$ cat src/logic/gpihb_pkg.sv
// package: selectors, field layout, reset values and carriers for gpihb
package gpihb_pkg;
   localparam int unsigned DATA_W   = 32;
   localparam int unsigned PN_W     = 5;
   localparam int unsigned SEL_W    = 3;
   // register selectors on the system-register load port
   localparam logic [2:0] SEL_GPN   = 3'h0; // guest protection number
   localparam logic [2:0] SEL_GLIST = 3'h1; // guest allowed number list
   localparam logic [2:0] SEL_GBASE = 3'h2; // guest handler base
   localparam logic [2:0] SEL_PN    = 3'h3; // protection number (mapped)
   localparam logic [2:0] SEL_LIST  = 3'h4; // host list (mapped)
   // field positions
   localparam int unsigned PN_LSB   = 0;
   localparam int unsigned PN_MSB   = 4;
   localparam int unsigned BASE_LSB = 9;
   localparam int unsigned BASE_MSB = 31;
   localparam int unsigned DV_BIT   = 1;
   localparam int unsigned RH_BIT   = 0;
   // reset values (the hardware leaves them implementation defined)
   localparam logic [4:0]  PN_RST    = 5'h00;
   localparam logic [31:0] LIST_RST  = 32'h0000_0000;
   localparam logic [22:0] BASE_RST  = 23'h00_0000;
   localparam logic        DV_RST    = 1'b0;
   localparam logic        RH_RST    = 1'b0;
   localparam logic [31:0] ZERO_W    = 32'h0000_0000;

   typedef struct packed {
      logic        wr;     // write strobe
      logic        rd;     // read strobe
      logic        multi;  // from the multiple-register load instruction
      logic [2:0]  sel;    // register selector
      logic [31:0] wdata;  // write data
   } gpihb_req_s;

   typedef struct packed {
      logic        valid;      // handler address wanted
      logic        maskable_interrupt_request;      // maskable interrupt request
      logic        req_table;  // request asks for the table method
      logic [31:0] offset;     // unreduced offset
      logic [31:0] red_offset; // reduced offset
   } gpihb_hreq_s;
endpackage

$ cat src/logic/gpihb_top.sv
// guest protection number, allowed-number list and handler base registers
`timescale 1ns/1ps
// Behaviour
// - Bits 4 to 0 hold the guest identifier, also used for MPU matching.
// - Number bits 31 to 5 and handler base bits 8 to 2 read as zero.
// - A write of a number not permitted is ignored; the old value stays.
// - Direct writes ignore the lock; guest mapped-path writes obey it.
// - Single and multiple load direct writes are filtered by the host list.
// - Direct writes to the guest number ignore the guest list.
// - A guest-mode mapped number write is filtered by the guest list.
// - In guest mode accesses to the mapped list go to the guest list.
// - Bit n of the guest list says whether number n may be loaded.
// - The guest list is written only in host mode.
// - A host write sets a guest list bit only where the host bit is one.
// - In guest mode the base-select bit reads one; the guest base applies.
// - The handler address is the base of bits 31 to 9 plus the offset.
// - Vector select clear uses an interrupt's requested method; set, or an exception, forces vectors.
// - With vectors, a set reduced select bit picks the reduced address for interrupts.
module gpihb_top #(
   parameter logic [4:0]  PN_RESET   = gpihb_pkg::PN_RST,
   parameter logic [31:0] LIST_RESET = gpihb_pkg::LIST_RST
) (
   input  wire logic                    core_clk,        // core clock
   input  wire logic                    rst,             // sync reset
   input  wire logic                    guest_mode,      // core in guest mode
   input  wire logic                    supervisor_lock_bit, // lock set
   input  wire logic [31:0]             host_allowed_number_list, // host
   input  wire gpihb_pkg::gpihb_req_s   req,             // register access
   input  wire gpihb_pkg::gpihb_hreq_s  hreq,            // handler request
   output logic [31:0]                  rdata,           // read data
   output logic                         rd_valid,        // read data valid
   output logic                         wr_refused,      // write ignored
   output logic [4:0]                   guest_pn_out,    // current number
   output logic                         guest_base_select_bit, // base sel
   output logic                         hrsp_valid,      // address ready
   output logic [31:0]                  hrsp_addr,       // handler address
   output logic                         hrsp_table       // table method
);
   import gpihb_pkg::*;

   logic [4:0]  pn_r;
   logic [31:0] glist_r;
   logic [22:0] base_r;
   logic        dv_r;
   logic        rh_r;
   logic [31:0] rdata_r;
   logic        rd_valid_r;
   logic        wr_refused_r;
   logic        base_sel_r;
   logic        hrsp_valid_r;
   logic [31:0] hrsp_addr_r;
   logic        hrsp_table_r;

   logic [4:0]  wr_pn;
   logic        pn_direct;
   logic        pn_mapped;
   logic        pn_ok;
   logic        pn_wr_ok;
   logic        list_sel;
   logic        list_wr_ok;
   logic        base_wr;
   logic        refuse;
   logic [31:0] base_addr;
   logic        use_vector;
   logic [31:0] pn_nxt;
   logic [31:0] rd_nxt;

   assign wr_pn      = req.wdata[PN_MSB:PN_LSB];
   // direct path: host list only, lock ignored
   assign pn_direct  = req.wr && (req.sel == SEL_GPN);
   // mapped path: only in guest mode is it this block's register
   assign pn_mapped  = req.wr && (req.sel == SEL_PN) && guest_mode;
   assign list_sel   = (req.sel == SEL_GLIST)
                       || ((req.sel == SEL_LIST) && guest_mode);
   assign base_wr    = req.wr && (req.sel == SEL_GBASE);

   always_comb begin
      pn_ok = 1'b0;
      if (pn_direct) begin
         pn_ok = host_allowed_number_list[wr_pn];
      end else if (pn_mapped) begin
         pn_ok = glist_r[wr_pn] && !supervisor_lock_bit;
      end
   end

   assign pn_wr_ok   = (pn_direct || pn_mapped) && pn_ok;
   assign list_wr_ok = req.wr && list_sel && !guest_mode;
   assign refuse     = ((pn_direct || pn_mapped) && !pn_ok)
                       || (req.wr && list_sel && guest_mode);

   // protection number
   always_ff @(posedge core_clk) begin
      if (rst) begin
         pn_r <= PN_RESET;
      end else if (pn_wr_ok) begin
         pn_r <= wr_pn;
      end
   end

   // guest list, each bit capped by the host list
   always_ff @(posedge core_clk) begin
      if (rst) begin
         glist_r <= LIST_RESET;
      end else if (list_wr_ok) begin
         glist_r <= req.wdata & host_allowed_number_list;
      end
   end

   // handler base, direct-vector and reduced-handler bits
   always_ff @(posedge core_clk) begin
      if (rst) begin
         base_r <= BASE_RST;
         dv_r   <= DV_RST;
         rh_r   <= RH_RST;
      end else if (base_wr) begin
         base_r <= req.wdata[BASE_MSB:BASE_LSB];
         dv_r   <= req.wdata[DV_BIT];
         rh_r   <= req.wdata[RH_BIT];
      end
   end

   // guest status word base-select bit never leaves one in guest mode
   always_ff @(posedge core_clk) begin
      if (rst) begin
         base_sel_r <= 1'b1;
      end else begin
         base_sel_r <= 1'b1;
      end
   end

   assign pn_nxt = {27'h000_0000, pn_r};

   // read mux, reserved bits forced to zero
   always_comb begin
      rd_nxt = ZERO_W;
      if (req.sel == SEL_GPN) begin
         rd_nxt = pn_nxt;
      end else if (list_sel) begin
         rd_nxt = glist_r;
      end else if (req.sel == SEL_GBASE) begin
         rd_nxt = {base_r, 7'h00, dv_r, rh_r};
      end else if ((req.sel == SEL_PN) && guest_mode) begin
         rd_nxt = pn_nxt;
      end
   end

   always_ff @(posedge core_clk) begin
      if (rst) begin
         rdata_r    <= ZERO_W;
         rd_valid_r <= 1'b0;
      end else begin
         rd_valid_r <= req.rd;
         if (req.rd) begin
            rdata_r <= rd_nxt;
         end
      end
   end

   always_ff @(posedge core_clk) begin
      if (rst) begin
         wr_refused_r <= 1'b0;
      end else begin
         wr_refused_r <= refuse;
      end
   end

   // handler address: table method returns no address, the caller
   // fetches through the table base which lives outside this block
   assign base_addr  = {base_r, 9'h000};
   assign use_vector = !hreq.maskable_interrupt_request || dv_r || !hreq.req_table;

   always_ff @(posedge core_clk) begin
      if (rst) begin
         hrsp_valid_r <= 1'b0;
         hrsp_addr_r  <= ZERO_W;
         hrsp_table_r <= 1'b0;
      end else begin
         hrsp_valid_r <= hreq.valid;
         if (hreq.valid) begin
            hrsp_table_r <= !use_vector;
            if (!use_vector) begin
               hrsp_addr_r <= ZERO_W;
            end else if (hreq.maskable_interrupt_request && rh_r) begin
               hrsp_addr_r <= base_addr + hreq.red_offset;
            end else begin
               hrsp_addr_r <= base_addr + hreq.offset;
            end
         end
      end
   end

   assign rdata                 = rdata_r;
   assign rd_valid              = rd_valid_r;
   assign wr_refused            = wr_refused_r;
   assign guest_pn_out          = pn_r;
   assign guest_base_select_bit = base_sel_r;
   assign hrsp_valid            = hrsp_valid_r;
   assign hrsp_addr             = hrsp_addr_r;
   assign hrsp_table            = hrsp_table_r;

   // checks
   property p_pn_direct_ok;
      @(posedge core_clk) disable iff (rst)
      (req.wr && req.sel == SEL_GPN
       && host_allowed_number_list[req.wdata[4:0]])
      |=> (guest_pn_out == $past(req.wdata[4:0]));
   endproperty
   a_pn_direct_ok: assert property (p_pn_direct_ok)
      else $error("permitted direct write not stored");

   property p_pn_refused;
      @(posedge core_clk) disable iff (rst)
      (req.wr && req.sel == SEL_GPN
       && !host_allowed_number_list[req.wdata[4:0]])
      |=> ($stable(guest_pn_out) && wr_refused);
   endproperty
   a_pn_refused: assert property (p_pn_refused)
      else $error("refused number changed the register");

   property p_pn_lock;
      @(posedge core_clk) disable iff (rst)
      (req.wr && req.sel == SEL_PN && guest_mode && supervisor_lock_bit)
      |=> $stable(guest_pn_out);
   endproperty
   a_pn_lock: assert property (p_pn_lock)
      else $error("locked mapped write changed the number");

   property p_pn_guest_list;
      @(posedge core_clk) disable iff (rst)
      (req.wr && req.sel == SEL_PN && guest_mode && !supervisor_lock_bit)
      |=> (guest_pn_out == ($past(glist_r[req.wdata[4:0]])
           ? $past(req.wdata[4:0]) : $past(guest_pn_out)));
   endproperty
   a_pn_guest_list: assert property (p_pn_guest_list)
      else $error("mapped write not filtered by guest list");

   property p_list_guest_block;
      @(posedge core_clk) disable iff (rst)
      (req.wr && guest_mode
       && (req.sel == SEL_GLIST || req.sel == SEL_LIST))
      |=> $stable(glist_r);
   endproperty
   a_list_guest_block: assert property (p_list_guest_block)
      else $error("guest mode wrote the guest list");

   property p_list_mask;
      @(posedge core_clk) disable iff (rst)
      (req.wr && !guest_mode && req.sel == SEL_GLIST)
      |=> (glist_r == ($past(req.wdata)
           & $past(host_allowed_number_list)));
   endproperty
   a_list_mask: assert property (p_list_mask)
      else $error("guest list not capped by host list");

   property p_read_reserved;
      @(posedge core_clk) disable iff (rst)
      (req.rd && (req.sel == SEL_GPN || req.sel == SEL_GBASE))
      |=> (rd_valid && (($past(req.sel) == SEL_GBASE)
           ? (rdata[8:2] == 7'h00) : (rdata[31:5] == 27'h000_0000)));
   endproperty
   a_read_reserved: assert property (p_read_reserved)
      else $error("reserved bits read non-zero");

   property p_list_redirect;
      @(posedge core_clk) disable iff (rst)
      (req.rd && guest_mode && req.sel == SEL_LIST)
      |=> (rd_valid && rdata == $past(glist_r));
   endproperty
   a_list_redirect: assert property (p_list_redirect)
      else $error("mapped list read not redirected");

   property p_base_sel;
      @(posedge core_clk) disable iff (rst)
      guest_mode |-> guest_base_select_bit;
   endproperty
   a_base_sel: assert property (p_base_sel)
      else $error("base select bit low in guest mode");

   property p_vector_forced;
      @(posedge core_clk) disable iff (rst)
      (hreq.valid && hreq.maskable_interrupt_request && dv_r && !rh_r)
      |=> (hrsp_valid && !hrsp_table
           && hrsp_addr == ({$past(base_r), 9'h000} + $past(hreq.offset)));
   endproperty
   a_vector_forced: assert property (p_vector_forced)
      else $error("direct vector select not honoured");

   property p_reduced;
      @(posedge core_clk) disable iff (rst)
      (hreq.valid && hreq.maskable_interrupt_request && rh_r && (dv_r || !hreq.req_table))
      |=> (hrsp_addr == ({$past(base_r), 9'h000}
           + $past(hreq.red_offset)));
   endproperty
   a_reduced: assert property (p_reduced)
      else $error("reduced handler address not used");

   property p_table;
      @(posedge core_clk) disable iff (rst)
      (hreq.valid && hreq.maskable_interrupt_request && !dv_r && hreq.req_table)
      |=> (hrsp_valid && hrsp_table);
   endproperty
   a_table: assert property (p_table)
      else $error("request method ignored with vector select clear");

   property p_exc_addr;
      @(posedge core_clk) disable iff (rst)
      (hreq.valid && !hreq.maskable_interrupt_request)
      |=> (hrsp_valid && !hrsp_table
           && hrsp_addr == ({$past(base_r), 9'h000} + $past(hreq.offset)));
   endproperty
   a_exc_addr: assert property (p_exc_addr)
      else $error("exception handler address wrong");

   property p_direct_guest_free;
      @(posedge core_clk) disable iff (rst)
      (req.wr && req.sel == SEL_GPN && guest_mode
       && host_allowed_number_list[req.wdata[4:0]]
       && !glist_r[req.wdata[4:0]])
      |=> (guest_pn_out == $past(req.wdata[4:0]));
   endproperty
   a_direct_guest_free: assert property (p_direct_guest_free)
      else $error("direct write checked against guest list");

   property p_direct_lock_free;
      @(posedge core_clk) disable iff (rst)
      (req.wr && req.sel == SEL_GPN && supervisor_lock_bit
       && host_allowed_number_list[req.wdata[4:0]])
      |=> !wr_refused;
   endproperty
   a_direct_lock_free: assert property (p_direct_lock_free)
      else $error("supervisor lock refused a direct write");

   property p_host_mapped_quiet;
      @(posedge core_clk) disable iff (rst)
      (req.wr && req.sel == SEL_PN && !guest_mode)
      |=> ($stable(guest_pn_out) && !wr_refused);
   endproperty
   a_host_mapped_quiet: assert property (p_host_mapped_quiet)
      else $error("host mode mapped write touched the guest number");

   property p_base_store;
      @(posedge core_clk) disable iff (rst)
      (req.wr && req.sel == SEL_GBASE)
      |=> (base_r == $past(req.wdata[31:9]) && dv_r == $past(req.wdata[1])
           && rh_r == $past(req.wdata[0]));
   endproperty
   a_base_store: assert property (p_base_store)
      else $error("handler base write not stored");
endmodule

$ cat config.mk
export PLATFORM = sky130hd
export DESIGN_NAME = gpihb_top
export DESIGN_NICKNAME = d
export VERILOG_FILES = /design/src/logic/gpihb_pkg.sv /design/src/logic/gpihb_top.sv
export SDC_FILE = /design/constraint.sdc
export NUM_CORES = 1
export LEC_CHECK = 0
export ABC_AREA = 1
export BUFFER_PORTS_ARGS = -buffer_cell sky130_fd_sc_hd__buf_2
export CAP_MARGIN = 20
export CORE_AREA = 4 4 157 174
export DETAILED_ROUTE_END_ITERATION = 6
export DIE_AREA = 0 0 161 178
export SLEW_MARGIN = 0
export SYNTH_ARGS = -nofsm -noshare
export SYNTH_HDL_FRONTEND = slang
export SYNTH_SLANG_ARGS = --single-unit
$ cat constraint.sdc
create_clock -name core_clk -period 6.6 [get_ports core_clk]
set_input_delay 0.99 -clock core_clk [delete_from_list [all_inputs] [get_ports core_clk]]
set_output_delay 0.99 -clock core_clk [all_outputs]
set_load 0.1 [all_outputs]
==> flow_summary.html, run 1 <==
<table>
<tr><th>Metric</th><th>Value</th></tr>
<tr><th colspan="2">Synth</th></tr>
<tr><td>Post-Syn Area</td><td>0.00732 mm2</td></tr>
<tr><td>Number of enable-type register cells in the synthesized netlist</td><td>0</td></tr>
<tr><td>Mean area per synthesized cell</td><td>6.84 um2</td></tr>
<tr><td>Nets in the synthesized netlist</td><td>1235</td></tr>
<tr><td>Cell type with the largest total area after synthesis</td><td>dfxtp_1</td></tr>
<tr><td>Leading register cell type out of synthesis</td><td>dfxtp_1</td></tr>
<tr><td>Share of the synthesized area in the top cell type</td><td>35.6%</td></tr>
<tr><td>Count of cell types in the netlist</td><td>32</td></tr>
<tr><td>Post-synthesis register bit count</td><td>130</td></tr>
<tr><td>Number of warning messages in the yosys log</td><td>0</td></tr>
<tr><td>Cell count after synthesis</td><td>1070</td></tr>
<tr><td>Dominant cells by area after synthesis</td><td>dfxtp_1 (36%), nand2_1 (13%), a21oi_1 (10%)</td></tr>
<tr><td>Top cells by count, synth</td><td>nand2_1 (259), a21oi_1 (146), dfxtp_1 (130)</td></tr>
<tr><td>Synth async-reset ratio</td><td>0%</td></tr>
<tr><td>Share of the yosys chip area belonging to registers</td><td>35.6%</td></tr>
<tr><td>Library cell with the highest instance count after synthesis</td><td>nand2_1</td></tr>
<tr><th colspan="2">Pwr</th></tr>
<tr><td>Power consumption</td><td>2230 uW</td></tr>
<tr><td>Worst-case vdd ir drop</td><td>0.153 mV</td></tr>
<tr><td>PD cells</td><td>241 mW/mm2</td></tr>
<tr><td>Static power due to leakage</td><td>0.00423 uW</td></tr>
<tr><th colspan="2">Job</th></tr>
<tr><td>Max-Cap Viols</td><td>0</td></tr>
<tr><th colspan="2">Timing</th></tr>
<tr><td>Setup TNS</td><td>0 ns</td></tr>
<tr><td>Setup clock skew after layout</td><td>0.00731 ns</td></tr>
<tr><td>Tightest Pin Transition</td><td>1.02 ns</td></tr>
<tr><td>Setup repair after global routing missed its margin</td><td>false</td></tr>
<tr><td>Final-report setup violation count</td><td>0</td></tr>
<tr><td>Final slew viol count</td><td>0</td></tr>
<tr><td>Fmax</td><td>252 MHz</td></tr>
<tr><td>Final count of hold timing violations</td><td>0</td></tr>
<tr><td>Final critical-path share of the clock period</td><td>60.2%</td></tr>
<tr><td>Worst slew slack as a fraction of its limit</td><td>31.8%</td></tr>
<tr><td>Final Hold Slack</td><td>0.458 ns</td></tr>
<tr><td>Final min period</td><td>3.97 ns</td></tr>
<tr><td>Worst setup slack after layout</td><td>2.63 ns</td></tr>
<tr><th colspan="2">Floorplanning</th></tr>
<tr><td>Die height</td><td>178 um</td></tr>
<tr><td>Row cnt</td><td>61</td></tr>
<tr><td>Placeable Area</td><td>0.0253 mm2</td></tr>
<tr><td>Initial standard-cell utilization of the core</td><td>28.9%</td></tr>
<tr><td>Die width</td><td>161 um</td></tr>
<tr><td>I/O pin count</td><td>215</td></tr>
<tr><td>Total Die Area</td><td>0.0287 mm2</td></tr>
<tr><th colspan="2">Drt</th></tr>
<tr><td>Detailed Route WL</td><td>26400 um</td></tr>
<tr><td>Total vias in the final route</td><td>7846</td></tr>
<tr><td>Antenna-violating nets left</td><td>0</td></tr>
<tr><td>Post-route DRC violation count</td><td>0</td></tr>
<tr><td>Via-to-Cell Ratio</td><td>4.86</td></tr>
<tr><td>Pre-Repair DR Iteration Count</td><td>5</td></tr>
<tr><td>Number of DRC markers after the initial detailed-route iteration</td><td>528</td></tr>
<tr><td>Avg WL per Cell</td><td>16.4 um</td></tr>
<tr><th colspan="2">Global route</th></tr>
<tr><td>Overall fraction of global-route tracks in use</td><td>17.9%</td></tr>
<tr><td>Number of global-route vias before repair</td><td>7388</td></tr>
<tr><td>Initial antenna violation count</td><td>7</td></tr>
<tr><td>Largest net degree at the start of global routing</td><td>78</td></tr>
<tr><td>Grt met3 use</td><td>4.09%</td></tr>
<tr><td>Met1 demand-to-capacity share in global routing</td><td>23.7%</td></tr>
<tr><td>Final global-route overflow total</td><td>0</td></tr>
<tr><td>GRT Max-Usage Layer</td><td>met2</td></tr>
<tr><td>Routing usage on met2</td><td>29.3%</td></tr>
<tr><td>Global-route wire length before repair</td><td>40500 um</td></tr>
<tr><th colspan="2">Clocking</th></tr>
<tr><td>Number of buffers created by CTS</td><td>17</td></tr>
<tr><td>Insertion delay of the later-clocked pin in the worst-skew pair</td><td>0.42 ns</td></tr>
<tr><td>H-tree levels</td><td>4</td></tr>
<tr><td>Clock Tree Buf Depth</td><td>2</td></tr>
<tr><td>Post-CTS setup-driven buffer insertion count</td><td>0</td></tr>
<tr><td>Cell at the root of the clock tree</td><td>clkbuf_16</td></tr>
<tr><td>Clk pin slew, worst setup/hold paths</td><td>0.06 ns</td></tr>
<tr><td>Total of hold buffers inserted after clock tree synthesis</td><td>0</td></tr>
<tr><td>Clock tree from TritonCTS</td><td>done</td></tr>
<tr><td>Cells resized by post-CTS repair</td><td>0</td></tr>
<tr><td>Total number of clock tree sinks</td><td>130</td></tr>
<tr><th colspan="2">Placed design</th></tr>
<tr><td>Post-Place Setup Slack</td><td>2.17 ns</td></tr>
<tr><td>Number of I/O port buffers</td><td>212</td></tr>
<tr><td>Placed wire-length estimate</td><td>19700 um</td></tr>
<tr><td>Area after DPL</td><td>0.00858 mm2</td></tr>
<tr><td>GP Congestion</td><td>0.866</td></tr>
<tr><th colspan="2">Critical path</th></tr>
<tr><td>Worst endpoint required time</td><td>6.87 ns</td></tr>
<tr><td>Critical Path AT</td><td>4.24 ns</td></tr>
<tr><td>Crit path launch type</td><td>primary input</td></tr>
<tr><td>Setup Crit Path Kind</td><td>in2reg</td></tr>
<tr><td>Kind of end point of the critical path</td><td>register</td></tr>
<tr><td>CP Max Fanout</td><td>18</td></tr>
<tr><th colspan="2">Final layout</th></tr>
<tr><td>Fraction of layout instances using a drive strength above 1</td><td>23.4%</td></tr>
<tr><td>Design Area, Final</td><td>0.00925 mm2</td></tr>
<tr><td>Net count reported at finish</td><td>1417</td></tr>
<tr><td>Area growth from synthesis to layout</td><td>26.4%</td></tr>
<tr><td>Fill cells</td><td>2797</td></tr>
<tr><th colspan="2">Hold path</th></tr>
<tr><td>Hold WC Path Type</td><td>reg2reg</td></tr>
<tr><th colspan="2">Status</th></tr>
<tr><td>Run status</td><td>finished, final reports clean</td></tr>
</table>
==> placed cells by master (no fill, tap or decap), drive strengths merged <==
cell type / Yosys / layout
buf: 30 / 221
clkinv: 1 / 3
clkbuf: 28 / 18
o221ai: 3 / 3
inv: 113 / 117
a211oi: 32 / 32
diode: 0 / 3
and2: 1 / 1
a31oi: 2 / 2
nor4: 1 / 1
o211ai: 6 / 6
ha: 23 / 23
fa: 1 / 1
dfxtp: 130 / 130
xor2: 1 / 1
or2: 11 / 11
nand3b: 5 / 5
mux2: 30 / 30
conb: 1 / 1
nor2: 50 / 50
o21ai: 59 / 59
clkinvlp: 0 / 6
nand4: 10 / 10
nand3: 102 / 102
o22ai: 15 / 15
bufinv: 0 / 2
nand2: 259 / 259
nor3: 7 / 7
a21oi: 146 / 146
o21bai: 3 / 3
==> final cells by class <==
class                   count  area, um2  area share, %
clock buffers              18        429           4.64
well taps                 346        433           4.68
repair buffers            221       1180           12.7
flip-flops and latches    130       2600           28.1
inverters                 114        428           4.63
diodes                      3       7.51         0.0812
clock inverters            14        156           1.69
multi-input cells         768       4020           43.4
==> routing by layer <==
layer,up-vias,part of all wire (%)
met3,37,6.5
li1,3969,-
met4,8,1.7
met5,-,0.14
met1,3548,45
met2,284,46
==> per-stage QoR <==
stage	std cells	utilization (%)
after floorplan	1070	-
after global placement	1576	33.9
after detailed placement	1576	33.9
after CTS	1608	36.2
after global routing	1614	36.5
final	1614	36.5
==> cells by family after synthesis <==
group / Yosys count / share of synthesized area [%]
buffers and inverters: 172 / 9.54
other: 1 / 0.0513
AOI/OAI and AO/OA: 266 / 20.1
DFF: 130 / 35.6
xor gates and xnor gates: 1 / 0.120
muxes: 30 / 4.62
and+or+nand+nor: 446 / 25.8
adders and majority gates: 24 / 4.21
==> critical path: stages <==
cell and delay [ns]:
buf_2 0.11, nand2_1 0.58, buf_4 0.38, mux2_2 0.21
ha_1 0.22, inv_1 0.08, fa_1 0.42, inv_1 0.11
nand3_1 0.07, nand2_1 0.22, inv_1 0.07, o21ai_0 0.33
nand3_1 0.16, nand2_1 0.09, nand2_1 0.05, nand3_1 0.09
a21oi_1 0.07
==> sequential cells by signal (all words and copies together), names as in the netlist <==
name / count
rdata: 32
wr_refused: 1
rh_r: 1
guest_pn_out: 5
dv_r: 1
base_r: 23
glist_r: 32
hrsp_table: 1
rd_valid: 1
hrsp_addr: 32
hrsp_valid: 1
==> path summary, 6_finish.rpt <==
check                 from       endpoint  slack [ns]  depth (start not counted)
max               hreq[65]  hrsp_addr[25]        2.63                         17
min          hrsp_addr[21]  hrsp_addr[21]        0.46                          2
max reg2reg           rh_r  hrsp_addr[25]        2.87                         16
min reg2reg  hrsp_addr[21]  hrsp_addr[21]        0.46                          2
==> where the power goes <==
group	internal, uW	total (uW)	leakage (uW)	switching, uW
Clock	562	957	0.000268	395
Sequential	814	829	0.00106	15.2
Combinational	121	439	0.00291	318
Note: power is estimated with default switching activity, not from simulation.
==> run 2, diff against run 1 <==
==> constraint.sdc (replaced) <==
create_clock -name core_clk -period 3.8 [get_ports core_clk]
set_input_delay 0.57 -clock core_clk [delete_from_list [all_inputs] [get_ports core_clk]]
set_output_delay 0.57 -clock core_clk [all_outputs]
set_load 0.1 [all_outputs]
==> flow_summary.html, run 2 (synthesis gave the netlist of run 1 again) <==
<table>
<tr><th>Metric</th><th>Value</th></tr>
<tr><th colspan="2">Status</th></tr>
<tr><td>Run status</td><td>finished, final reports clean (unchanged)</td></tr>
<tr><th colspan="2">Timing</th></tr>
<tr><td>Final min period</td><td>3.02 ns</td></tr>
<tr><td>Final slew viol count</td><td>0 (unchanged)</td></tr>
<tr><td>Fmax</td><td>331 MHz</td></tr>
<tr><td>Final critical-path share of the clock period</td><td>79.5%</td></tr>
<tr><td>Worst slew slack as a fraction of its limit</td><td>27.2% (was 31.8%)</td></tr>
<tr><td>Setup repair after global routing missed its margin</td><td>false (unchanged)</td></tr>
<tr><td>Setup clock skew after layout</td><td>0.0112 ns (was 0.00731 ns)</td></tr>
<tr><td>Final Hold Slack</td><td>0.341 ns (was 0.458 ns)</td></tr>
<tr><td>Setup TNS</td><td>0 ns (unchanged)</td></tr>
<tr><td>Tightest Pin Transition</td><td>1.09 ns (was 1.02 ns)</td></tr>
<tr><td>Final-report setup violation count</td><td>0 (unchanged)</td></tr>
<tr><td>Final count of hold timing violations</td><td>0 (unchanged)</td></tr>
<tr><th colspan="2">Drt</th></tr>
<tr><td>Total vias in the final route</td><td>7860 (was 7846)</td></tr>
<tr><td>Via-to-Cell Ratio</td><td>4.86 (about the same)</td></tr>
<tr><td>Pre-Repair DR Iteration Count</td><td>5 (unchanged)</td></tr>
<tr><td>Detailed Route WL</td><td>26400 um (about the same)</td></tr>
<tr><td>Number of DRC markers after the initial detailed-route iteration</td><td>432 (was 528)</td></tr>
<tr><td>Avg WL per Cell</td><td>16.3 um (was 16.4 um)</td></tr>
<tr><td>Antenna-violating nets left</td><td>0 (unchanged)</td></tr>
<tr><td>Post-route DRC violation count</td><td>0 (unchanged)</td></tr>
<tr><th colspan="2">Clocking</th></tr>
<tr><td>Post-CTS setup-driven buffer insertion count</td><td>0 (unchanged)</td></tr>
<tr><td>Total of hold buffers inserted after clock tree synthesis</td><td>0 (unchanged)</td></tr>
<tr><td>Insertion delay of the later-clocked pin in the worst-skew pair</td><td>0.42 ns (about the same)</td></tr>
<tr><td>H-tree levels</td><td>4 (unchanged)</td></tr>
<tr><td>Clock Tree Buf Depth</td><td>2 (unchanged)</td></tr>
<tr><td>Total number of clock tree sinks</td><td>130 (unchanged)</td></tr>
<tr><td>Cells resized by post-CTS repair</td><td>0 (unchanged)</td></tr>
<tr><td>Clock tree from TritonCTS</td><td>done (unchanged)</td></tr>
<tr><td>Number of buffers created by CTS</td><td>17 (unchanged)</td></tr>
<tr><td>Clk pin slew, worst setup/hold paths</td><td>0.06 ns (about the same)</td></tr>
<tr><td>Cell at the root of the clock tree</td><td>clkbuf_16 (unchanged)</td></tr>
<tr><th colspan="2">Final layout</th></tr>
<tr><td>Area growth from synthesis to layout</td><td>27.6% (was 26.4%)</td></tr>
<tr><td>Fraction of layout instances using a drive strength above 1</td><td>23.7% (was 23.4%)</td></tr>
<tr><td>Highest-count cells in the layout ignoring fill and taps</td><td>nand2_1 (259), buf_2 (212), a21oi_1 (146) (unchanged)</td></tr>
<tr><td>Commonest non-fill, non-tap cell in the layout</td><td>nand2_1 (unchanged)</td></tr>
<tr><td>Net count reported at finish</td><td>1423 (was 1417)</td></tr>
<tr><td>Final Non-Filler Cells</td><td>1618 (was 1614)</td></tr>
<tr><td>Post-layout util</td><td>36.8% (was 36.5%)</td></tr>
<tr><th colspan="2">Critical path</th></tr>
<tr><td>Crit path launch type</td><td>register (was primary input)</td></tr>
<tr><td>Cells on worst reg2reg path</td><td>15 (was 16)</td></tr>
<tr><td>CP Max Fanout</td><td>10 (was 18)</td></tr>
<tr><td>Startpoint of the worst setup timing path</td><td>rh_r (was hreq[65])</td></tr>
<tr><td>End of the worst register-to-register path</td><td>hrsp_addr[25] (unchanged)</td></tr>
<tr><td>Worst endpoint required time</td><td>4.06 ns (was 6.87 ns)</td></tr>
<tr><td>Critical Path AT</td><td>3.28 ns (was 4.24 ns)</td></tr>
<tr><td>Worst reg-to-reg setup slack</td><td>0.78 ns (was 2.87 ns)</td></tr>
<tr><td>Endpoint of the most critical setup path</td><td>hrsp_addr[25] (unchanged)</td></tr>
<tr><td>Kind of end point of the critical path</td><td>register (unchanged)</td></tr>
<tr><td>Setup Crit Path Kind</td><td>reg2reg (was in2reg)</td></tr>
<tr><td>Critical register-to-register path startpoint</td><td>rh_r (unchanged)</td></tr>
<tr><th colspan="2">Floorplanning</th></tr>
<tr><td>Die height</td><td>178 um (unchanged)</td></tr>
<tr><td>Placeable Area</td><td>0.0253 mm2 (unchanged)</td></tr>
<tr><td>Initial standard-cell utilization of the core</td><td>28.9% (unchanged)</td></tr>
<tr><td>Die width</td><td>161 um (unchanged)</td></tr>
<tr><td>I/O pin count</td><td>215 (unchanged)</td></tr>
<tr><td>Row cnt</td><td>61 (unchanged)</td></tr>
<tr><td>Total Die Area</td><td>0.0287 mm2 (unchanged)</td></tr>
<tr><th colspan="2">Global route</th></tr>
<tr><td>Global-route wire length before repair</td><td>40400 um (was 40500 um)</td></tr>
<tr><td>Final global-route overflow total</td><td>0 (unchanged)</td></tr>
<tr><td>Initial antenna violation count</td><td>4 (was 7)</td></tr>
<tr><td>Largest net degree at the start of global routing</td><td>94 (was 78)</td></tr>
<tr><td>Number of global-route vias before repair</td><td>7518 (was 7388)</td></tr>
<tr><td>Overall fraction of global-route tracks in use</td><td>17.9% (about the same)</td></tr>
<tr><th colspan="2">Placed design</th></tr>
<tr><td>Number of placed cells counting well taps</td><td>1583 (was 1576)</td></tr>
<tr><td>Number of I/O port buffers</td><td>212 (unchanged)</td></tr>
<tr><td>GP Congestion</td><td>0.893 (was 0.866)</td></tr>
<tr><td>Placed wire-length estimate</td><td>19800 um (was 19700 um)</td></tr>
<tr><th colspan="2">Hold path</th></tr>
<tr><td>Hold WC Path Type</td><td>in2reg (was reg2reg)</td></tr>
<tr><th colspan="2">Pwr</th></tr>
<tr><td>Switching share of power</td><td>30.4% (was 32.7%)</td></tr>
<tr><td>Sequential share of power</td><td>35.7% (was 37.3%)</td></tr>
<tr><td>Portion of total power attributed to combinational logic</td><td>18.8% (was 19.7%)</td></tr>
<tr><td>Static power due to leakage</td><td>0.00430 uW (was 0.00423 uW)</td></tr>
<tr><td>Proportion of power drawn by the clock network</td><td>45.5% (was 43.0%)</td></tr>
<tr><td>PD cells</td><td>433 mW/mm2 (was 241 mW/mm2)</td></tr>
<tr><td>Worst-case vdd ir drop</td><td>0.265 mV (was 0.153 mV)</td></tr>
<tr><td>NetSw</td><td>1230 uW (was 729 uW)</td></tr>
<tr><td>Power Internal</td><td>2810 uW (was 1500 uW)</td></tr>
<tr><td>Power consumption</td><td>4040 uW (was 2230 uW)</td></tr>
<tr><th colspan="2">Job</th></tr>
<tr><td>Max-Cap Viols</td><td>0 (unchanged)</td></tr>
</table>
[run 2: changes by cell type in the layout (fill, tap and decap cells not counted), moves of 2 or more]
cell        delta
buf_4          +7
bufinv_16      +3
clkinv_4       +3
clkinvlp_4     -6
diode_2        -2
inv_6          -2
[run 2: layout make-up]
| class | instances | area, um2 |
|---|---|---|
| diodes | 1 | 2.50 |
| multi-input cells | 768 | 4020 |
| flip-flops and latches | 130 | 2600 |
| clock inverters | 12 | 204 |
| clock buffers | 20 | 447 |
| well taps | 346 | 433 |
| repair buffers | 227 | 1200 |
| inverters | 114 | 428 |
| fillers | 2768 | 16000 |
[run 2: power by group through the flow]
stage | Clock, uW | Combinational [uW] | Sequential [uW]
floorplan | 0 | 320 | 1680
detailed placement | 0 | 755 | 1470
global placement | 0 | 752 | 1470
global route | 1940 | 827 | 1450
CTS | 1880 | 758 | 1440
finish | 1840 | 761 | 1440
[run 2: metal layers]
layer  share of wire (%)  vias up  global-route usage [%]
li1                    -     3974                       -
met1                  45     3567                    23.6
met2                  47      278                    29.3
met3                 6.4       35                    4.48
met4                 1.7        6                    4.73
met5                0.13        -                       0
[run 2: worst min path at each step]
| stage | start | endpoint | slack [ns] | cells past startpoint |
|---|---|---|---|---|
| after global routing | rst | wr_refused | 0.33 | 2 |
| after global placement | hrsp_addr[4] | hrsp_addr[4] | 0.45 | 2 |
| after CTS | rst | wr_refused | 0.33 | 2 |
| final | rst | wr_refused | 0.34 | 2 |
| after detailed placement | hrsp_addr[31] | hrsp_addr[31] | 0.45 | 2 |
| after floorplan | glist_r[12] | glist_r[12] | 0.45 | 2 |
[run 2: through the flow]
stage               worst slack, ns  area [um2]
floorplan                     0.853        7320
detailed placement            0.556        8640
CTS                           0.733        9290
finish                        0.777        9330
global placement              0.563        8640
global route                  0.409        9330
[run 2: critical path, cell delays in order, from the launching register on]
cell and delay (ns):
dfxtp_1 0.42, nand2_1 0.26, mux2_2 0.31, ha_1 0.21, inv_1 0.07, fa_1 0.43, inv_1 0.11, nand3_1 0.08
nand2_1 0.19, inv_1 0.05, o21ai_0 0.30, nand3_1 0.14, nand2_1 0.09, nand2_1 0.05, nand3_1 0.09, a21oi_1 0.06
==> run 3, diff against run 2 <==
==> constraint.sdc (replaced) <==
create_clock -name core_clk -period 2.5 [get_ports core_clk]
set_input_delay 0.375 -clock core_clk [delete_from_list [all_inputs] [get_ports core_clk]]
set_output_delay 0.375 -clock core_clk [all_outputs]
set_load 0.1 [all_outputs]
==> flow_summary.html, run 3 (synthesis gave the netlist of run 1 again) <==
<table>
<tr><th>Metric</th><th>Value</th></tr>
<tr><th colspan="2">Global route</th></tr>
<tr><td>Largest net degree at the start of global routing</td><td>95 (was 94)</td></tr>
<tr><td>Initial antenna violation count</td><td>3 (was 4)</td></tr>
<tr><td>Final global-route overflow total</td><td>0 (unchanged)</td></tr>
<tr><td>Overall fraction of global-route tracks in use</td><td>18.3% (was 17.9%)</td></tr>
<tr><td>Global-route wire length before repair</td><td>41600 um (was 40400 um)</td></tr>
<tr><td>Number of global-route vias before repair</td><td>7755 (was 7518)</td></tr>
<tr><th colspan="2">Critical path</th></tr>
<tr><td>Cells traversed along the worst timing path</td><td>nand2_8 -&gt; buf_12 -&gt; mux2_4 -&gt; ha_4 -&gt; buf_4 -&gt; nand2_4 -&gt; nor2_2 -&gt; nand2_1 -&gt; o211ai_1 -&gt; buf_4 -&gt; or2_2 -&gt; nand3_2 -&gt; a21oi_1 (was nand2_1 -&gt; mux2_2 -&gt; ha_1 -&gt; inv_1 -&gt; fa_1 -&gt; inv_1 -&gt; nand3_1 -&gt; nand2_1 -&gt; inv_1 -&gt; o21ai_0 -&gt; nand3_1 -&gt; nand2_1 -&gt; nand2_1 -&gt; nand3_1 -&gt; a21oi_1)</td></tr>
<tr><td>Setup Crit Path Kind</td><td>reg2reg (unchanged)</td></tr>
<tr><td>Slowest cell on crit path</td><td>dfxtp_4 (was fa_1)</td></tr>
<tr><td>Kind of end point of the critical path</td><td>register (unchanged)</td></tr>
<tr><td>Largest stage delay, worst path</td><td>0.42 ns (was 0.43 ns)</td></tr>
<tr><td>Critical Path AT</td><td>2.72 ns (was 3.28 ns)</td></tr>
<tr><td>Worst endpoint required time</td><td>2.77 ns (was 4.06 ns)</td></tr>
<tr><td>Worst reg-to-reg setup slack</td><td>0.05 ns (was 0.78 ns)</td></tr>
<tr><td>Library cell appearing most often on the critical path</td><td>buf_4 (was nand2_1)</td></tr>
<tr><td>Buf+Inv Stages, Crit Path</td><td>3 (unchanged)</td></tr>
<tr><td>CP Max Fanout</td><td>9 (was 10)</td></tr>
<tr><td>Largest delay contributor family on the critical path</td><td>simple AND/OR/NAND/NOR gates (unchanged)</td></tr>
<tr><td>Crit path launch type</td><td>register (unchanged)</td></tr>
<tr><th colspan="2">Clocking</th></tr>
<tr><td>Clock Tree Buf Depth</td><td>2 (unchanged)</td></tr>
<tr><td>Number of buffers created by CTS</td><td>17 (unchanged)</td></tr>
<tr><td>Cell at the root of the clock tree</td><td>clkbuf_16 (unchanged)</td></tr>
<tr><td>H-tree levels</td><td>4 (unchanged)</td></tr>
<tr><td>Clk pin slew, worst setup/hold paths</td><td>0.06 ns (about the same)</td></tr>
<tr><td>Total number of clock tree sinks</td><td>130 (unchanged)</td></tr>
<tr><td>Insertion delay of the later-clocked pin in the worst-skew pair</td><td>0.42 ns (about the same)</td></tr>
<tr><td>Total of hold buffers inserted after clock tree synthesis</td><td>0 (unchanged)</td></tr>
<tr><td>Clock tree from TritonCTS</td><td>done (unchanged)</td></tr>
<tr><th colspan="2">Drt</th></tr>
<tr><td>Via-to-Cell Ratio</td><td>4.88 (was 4.86)</td></tr>
<tr><td>Pre-Repair DR Iteration Count</td><td>5 (unchanged)</td></tr>
<tr><td>Detailed Route WL</td><td>27500 um (was 26400 um)</td></tr>
<tr><td>Post-route DRC violation count</td><td>0 (unchanged)</td></tr>
<tr><td>Number of DRC markers after the initial detailed-route iteration</td><td>514 (was 432)</td></tr>
<tr><td>Total vias in the final route</td><td>8190 (was 7860)</td></tr>
<tr><td>Avg WL per Cell</td><td>16.4 um (was 16.3 um)</td></tr>
<tr><td>Antenna-violating nets left</td><td>0 (unchanged)</td></tr>
<tr><th colspan="2">Placed design</th></tr>
<tr><td>Number of I/O port buffers</td><td>212 (unchanged)</td></tr>
<tr><td>Number of placed cells counting well taps</td><td>1639 (was 1583)</td></tr>
<tr><td>GP Congestion</td><td>0.936 (was 0.893)</td></tr>
<tr><td>Placed wire-length estimate</td><td>20200 um (was 19800 um)</td></tr>
<tr><th colspan="2">Pwr</th></tr>
<tr><td>Static power due to leakage</td><td>0.00465 uW (was 0.00430 uW)</td></tr>
<tr><td>PD cells</td><td>598 mW/mm2 (was 433 mW/mm2)</td></tr>
<tr><td>Power consumption</td><td>6120 uW (was 4040 uW)</td></tr>
<tr><td>Worst-case vdd ir drop</td><td>0.339 mV (was 0.265 mV)</td></tr>
<tr><th colspan="2">Timing</th></tr>
<tr><td>Final-report setup violation count</td><td>0 (unchanged)</td></tr>
<tr><td>Fmax</td><td>409 MHz (was 331 MHz)</td></tr>
<tr><td>Final critical-path share of the clock period</td><td>97.9% (was 79.5%)</td></tr>
<tr><td>Worst slew slack as a fraction of its limit</td><td>56.0% (was 27.2%)</td></tr>
<tr><td>Tightest Pin Transition</td><td>0.659 ns (was 1.09 ns)</td></tr>
<tr><td>Final min period</td><td>2.45 ns (was 3.02 ns)</td></tr>
<tr><td>Final slew viol count</td><td>0 (unchanged)</td></tr>
<tr><td>Final count of hold timing violations</td><td>0 (unchanged)</td></tr>
<tr><td>Setup clock skew after layout</td><td>0.0115 ns (was 0.0112 ns)</td></tr>
<tr><td>Setup repair after global routing missed its margin</td><td>true (was false)</td></tr>
<tr><th colspan="2">Floorplanning</th></tr>
<tr><td>Total Die Area</td><td>0.0287 mm2 (unchanged)</td></tr>
<tr><td>Placeable Area</td><td>0.0253 mm2 (unchanged)</td></tr>
<tr><td>Die width</td><td>161 um (unchanged)</td></tr>
<tr><td>Row cnt</td><td>61 (unchanged)</td></tr>
<tr><td>I/O pin count</td><td>215 (unchanged)</td></tr>
<tr><td>Initial standard-cell utilization of the core</td><td>28.9% (unchanged)</td></tr>
<tr><td>Die height</td><td>178 um (unchanged)</td></tr>
<tr><th colspan="2">Final layout</th></tr>
<tr><td>Highest-count cells in the layout ignoring fill and taps</td><td>nand2_1 (246), buf_2 (212), a21oi_1 (131) (was nand2_1 (259), buf_2 (212), a21oi_1 (146))</td></tr>
<tr><td>Area growth from synthesis to layout</td><td>39.9% (was 27.6%)</td></tr>
<tr><td>Net count reported at finish</td><td>1483 (was 1423)</td></tr>
<tr><td>Final Non-Filler Cells</td><td>1679 (was 1618)</td></tr>
<tr><td>Fill cells</td><td>2698 (was 2768)</td></tr>
<tr><td>Fraction of layout instances using a drive strength above 1</td><td>33.1% (was 23.7%)</td></tr>
<tr><td>Commonest non-fill, non-tap cell in the layout</td><td>nand2_1 (unchanged)</td></tr>
<tr><th colspan="2">Status</th></tr>
<tr><td>Run status</td><td>finished, final reports clean (unchanged)</td></tr>
<tr><th colspan="2">Hold path</th></tr>
<tr><td>Hold WC Path Type</td><td>in2reg (unchanged)</td></tr>
<tr><th colspan="2">Job</th></tr>
<tr><td>Max-Cap Viols</td><td>0 (unchanged)</td></tr>
</table>
[run 3: cell count changes in the layout (fill, tap and decap cells not counted), moves of 11 or more]
cell,delta
nand2_2,+11
a21oi_2,+14
buf_4,+58
ha_4,+17
nand2_1,-13
ha_1,-18
a21oi_1,-15
[run 3: timing repair]
item / 4_1_cts / 5_1_grt
gates cloned: 0 / 2
setup buffers: 0 / 4
pin swaps: 2 / 15
resized for setup: 14 / 90
setup endpoints to repair: 18 / 17
[run 3: final cells by class]
class,instances,area (um2),area share [%]
Antenna cell,2,5.00,0.0489
Timing Repair Buffer,286,1660,16.2
Tap cell,346,433,4.23
Clock buffer,19,453,4.42
Multi-Input combinational cell,769,4500,44.0
Clock inverter,13,150,1.47
Sequential cell,130,2610,25.5
Inverter,114,428,4.18
[run 3: where the power goes]
part | total [uW] | leakage [uW] | internal [uW] | switching [uW]
Sequential | 2200 | 0.00106 | 2150 | 48.6
Clock | 2590 | 0.000285 | 1540 | 1050
Combinational | 1340 | 0.00331 | 435 | 901
Total | 6120 | 0.00465 | 4130 | 2000
[run 3: tightest hold or removal path, delay by kind of cell]
family	cells	cell delay, ns
buf+inv	1	0.10
simple gates	2	0.12
[run 3: per-layer routing]
| metal | wire, um | vias up | GRT usage [%] |
|---|---|---|---|
| li1 | - | 4106 | - |
| met1 | 12500 | 3758 | 24.6 |
| met2 | 12700 | 286 | 29.5 |
| met3 | 1700 | 38 | 3.93 |
| met5 | 7 | - | 0 |
| met4 | 620 | 2 | 6.11 |
[run 3: path summary, 6_finish.rpt]
| check | from | endpoint | cells past startpoint |
|---|---|---|---|
| setup / recovery | rh_r | hrsp_addr[16] | 13 |
| hold / removal | req[16] | base_r[7] | 3 |
| setup reg to reg | rh_r | hrsp_addr[16] | 13 |
| hold reg to reg | hrsp_addr[26] | hrsp_addr[26] | 2 |
[run 3: through the flow]
| stage | util [%] | TNS [ns] | hold slack, ns | worst slack (ns) | area, um2 |
|---|---|---|---|---|---|
| after detailed placement | 35.9 | -3.49 | 0.453 | -0.257 | 9080 |
| after CTS | 38.4 | -0.0729 | 0.202 | -0.0355 | 9730 |
| after floorplan | - | 0 | 0.446 | 0.0216 | 7330 |
| after global routing | 40.4 | -0.244 | 0.230 | -0.0679 | 10200 |
| final | 40.4 | 0 | 0.220 | 0.0536 | 10200 |
| after global placement | 35.9 | -2.99 | 0.450 | -0.259 | 9080 |
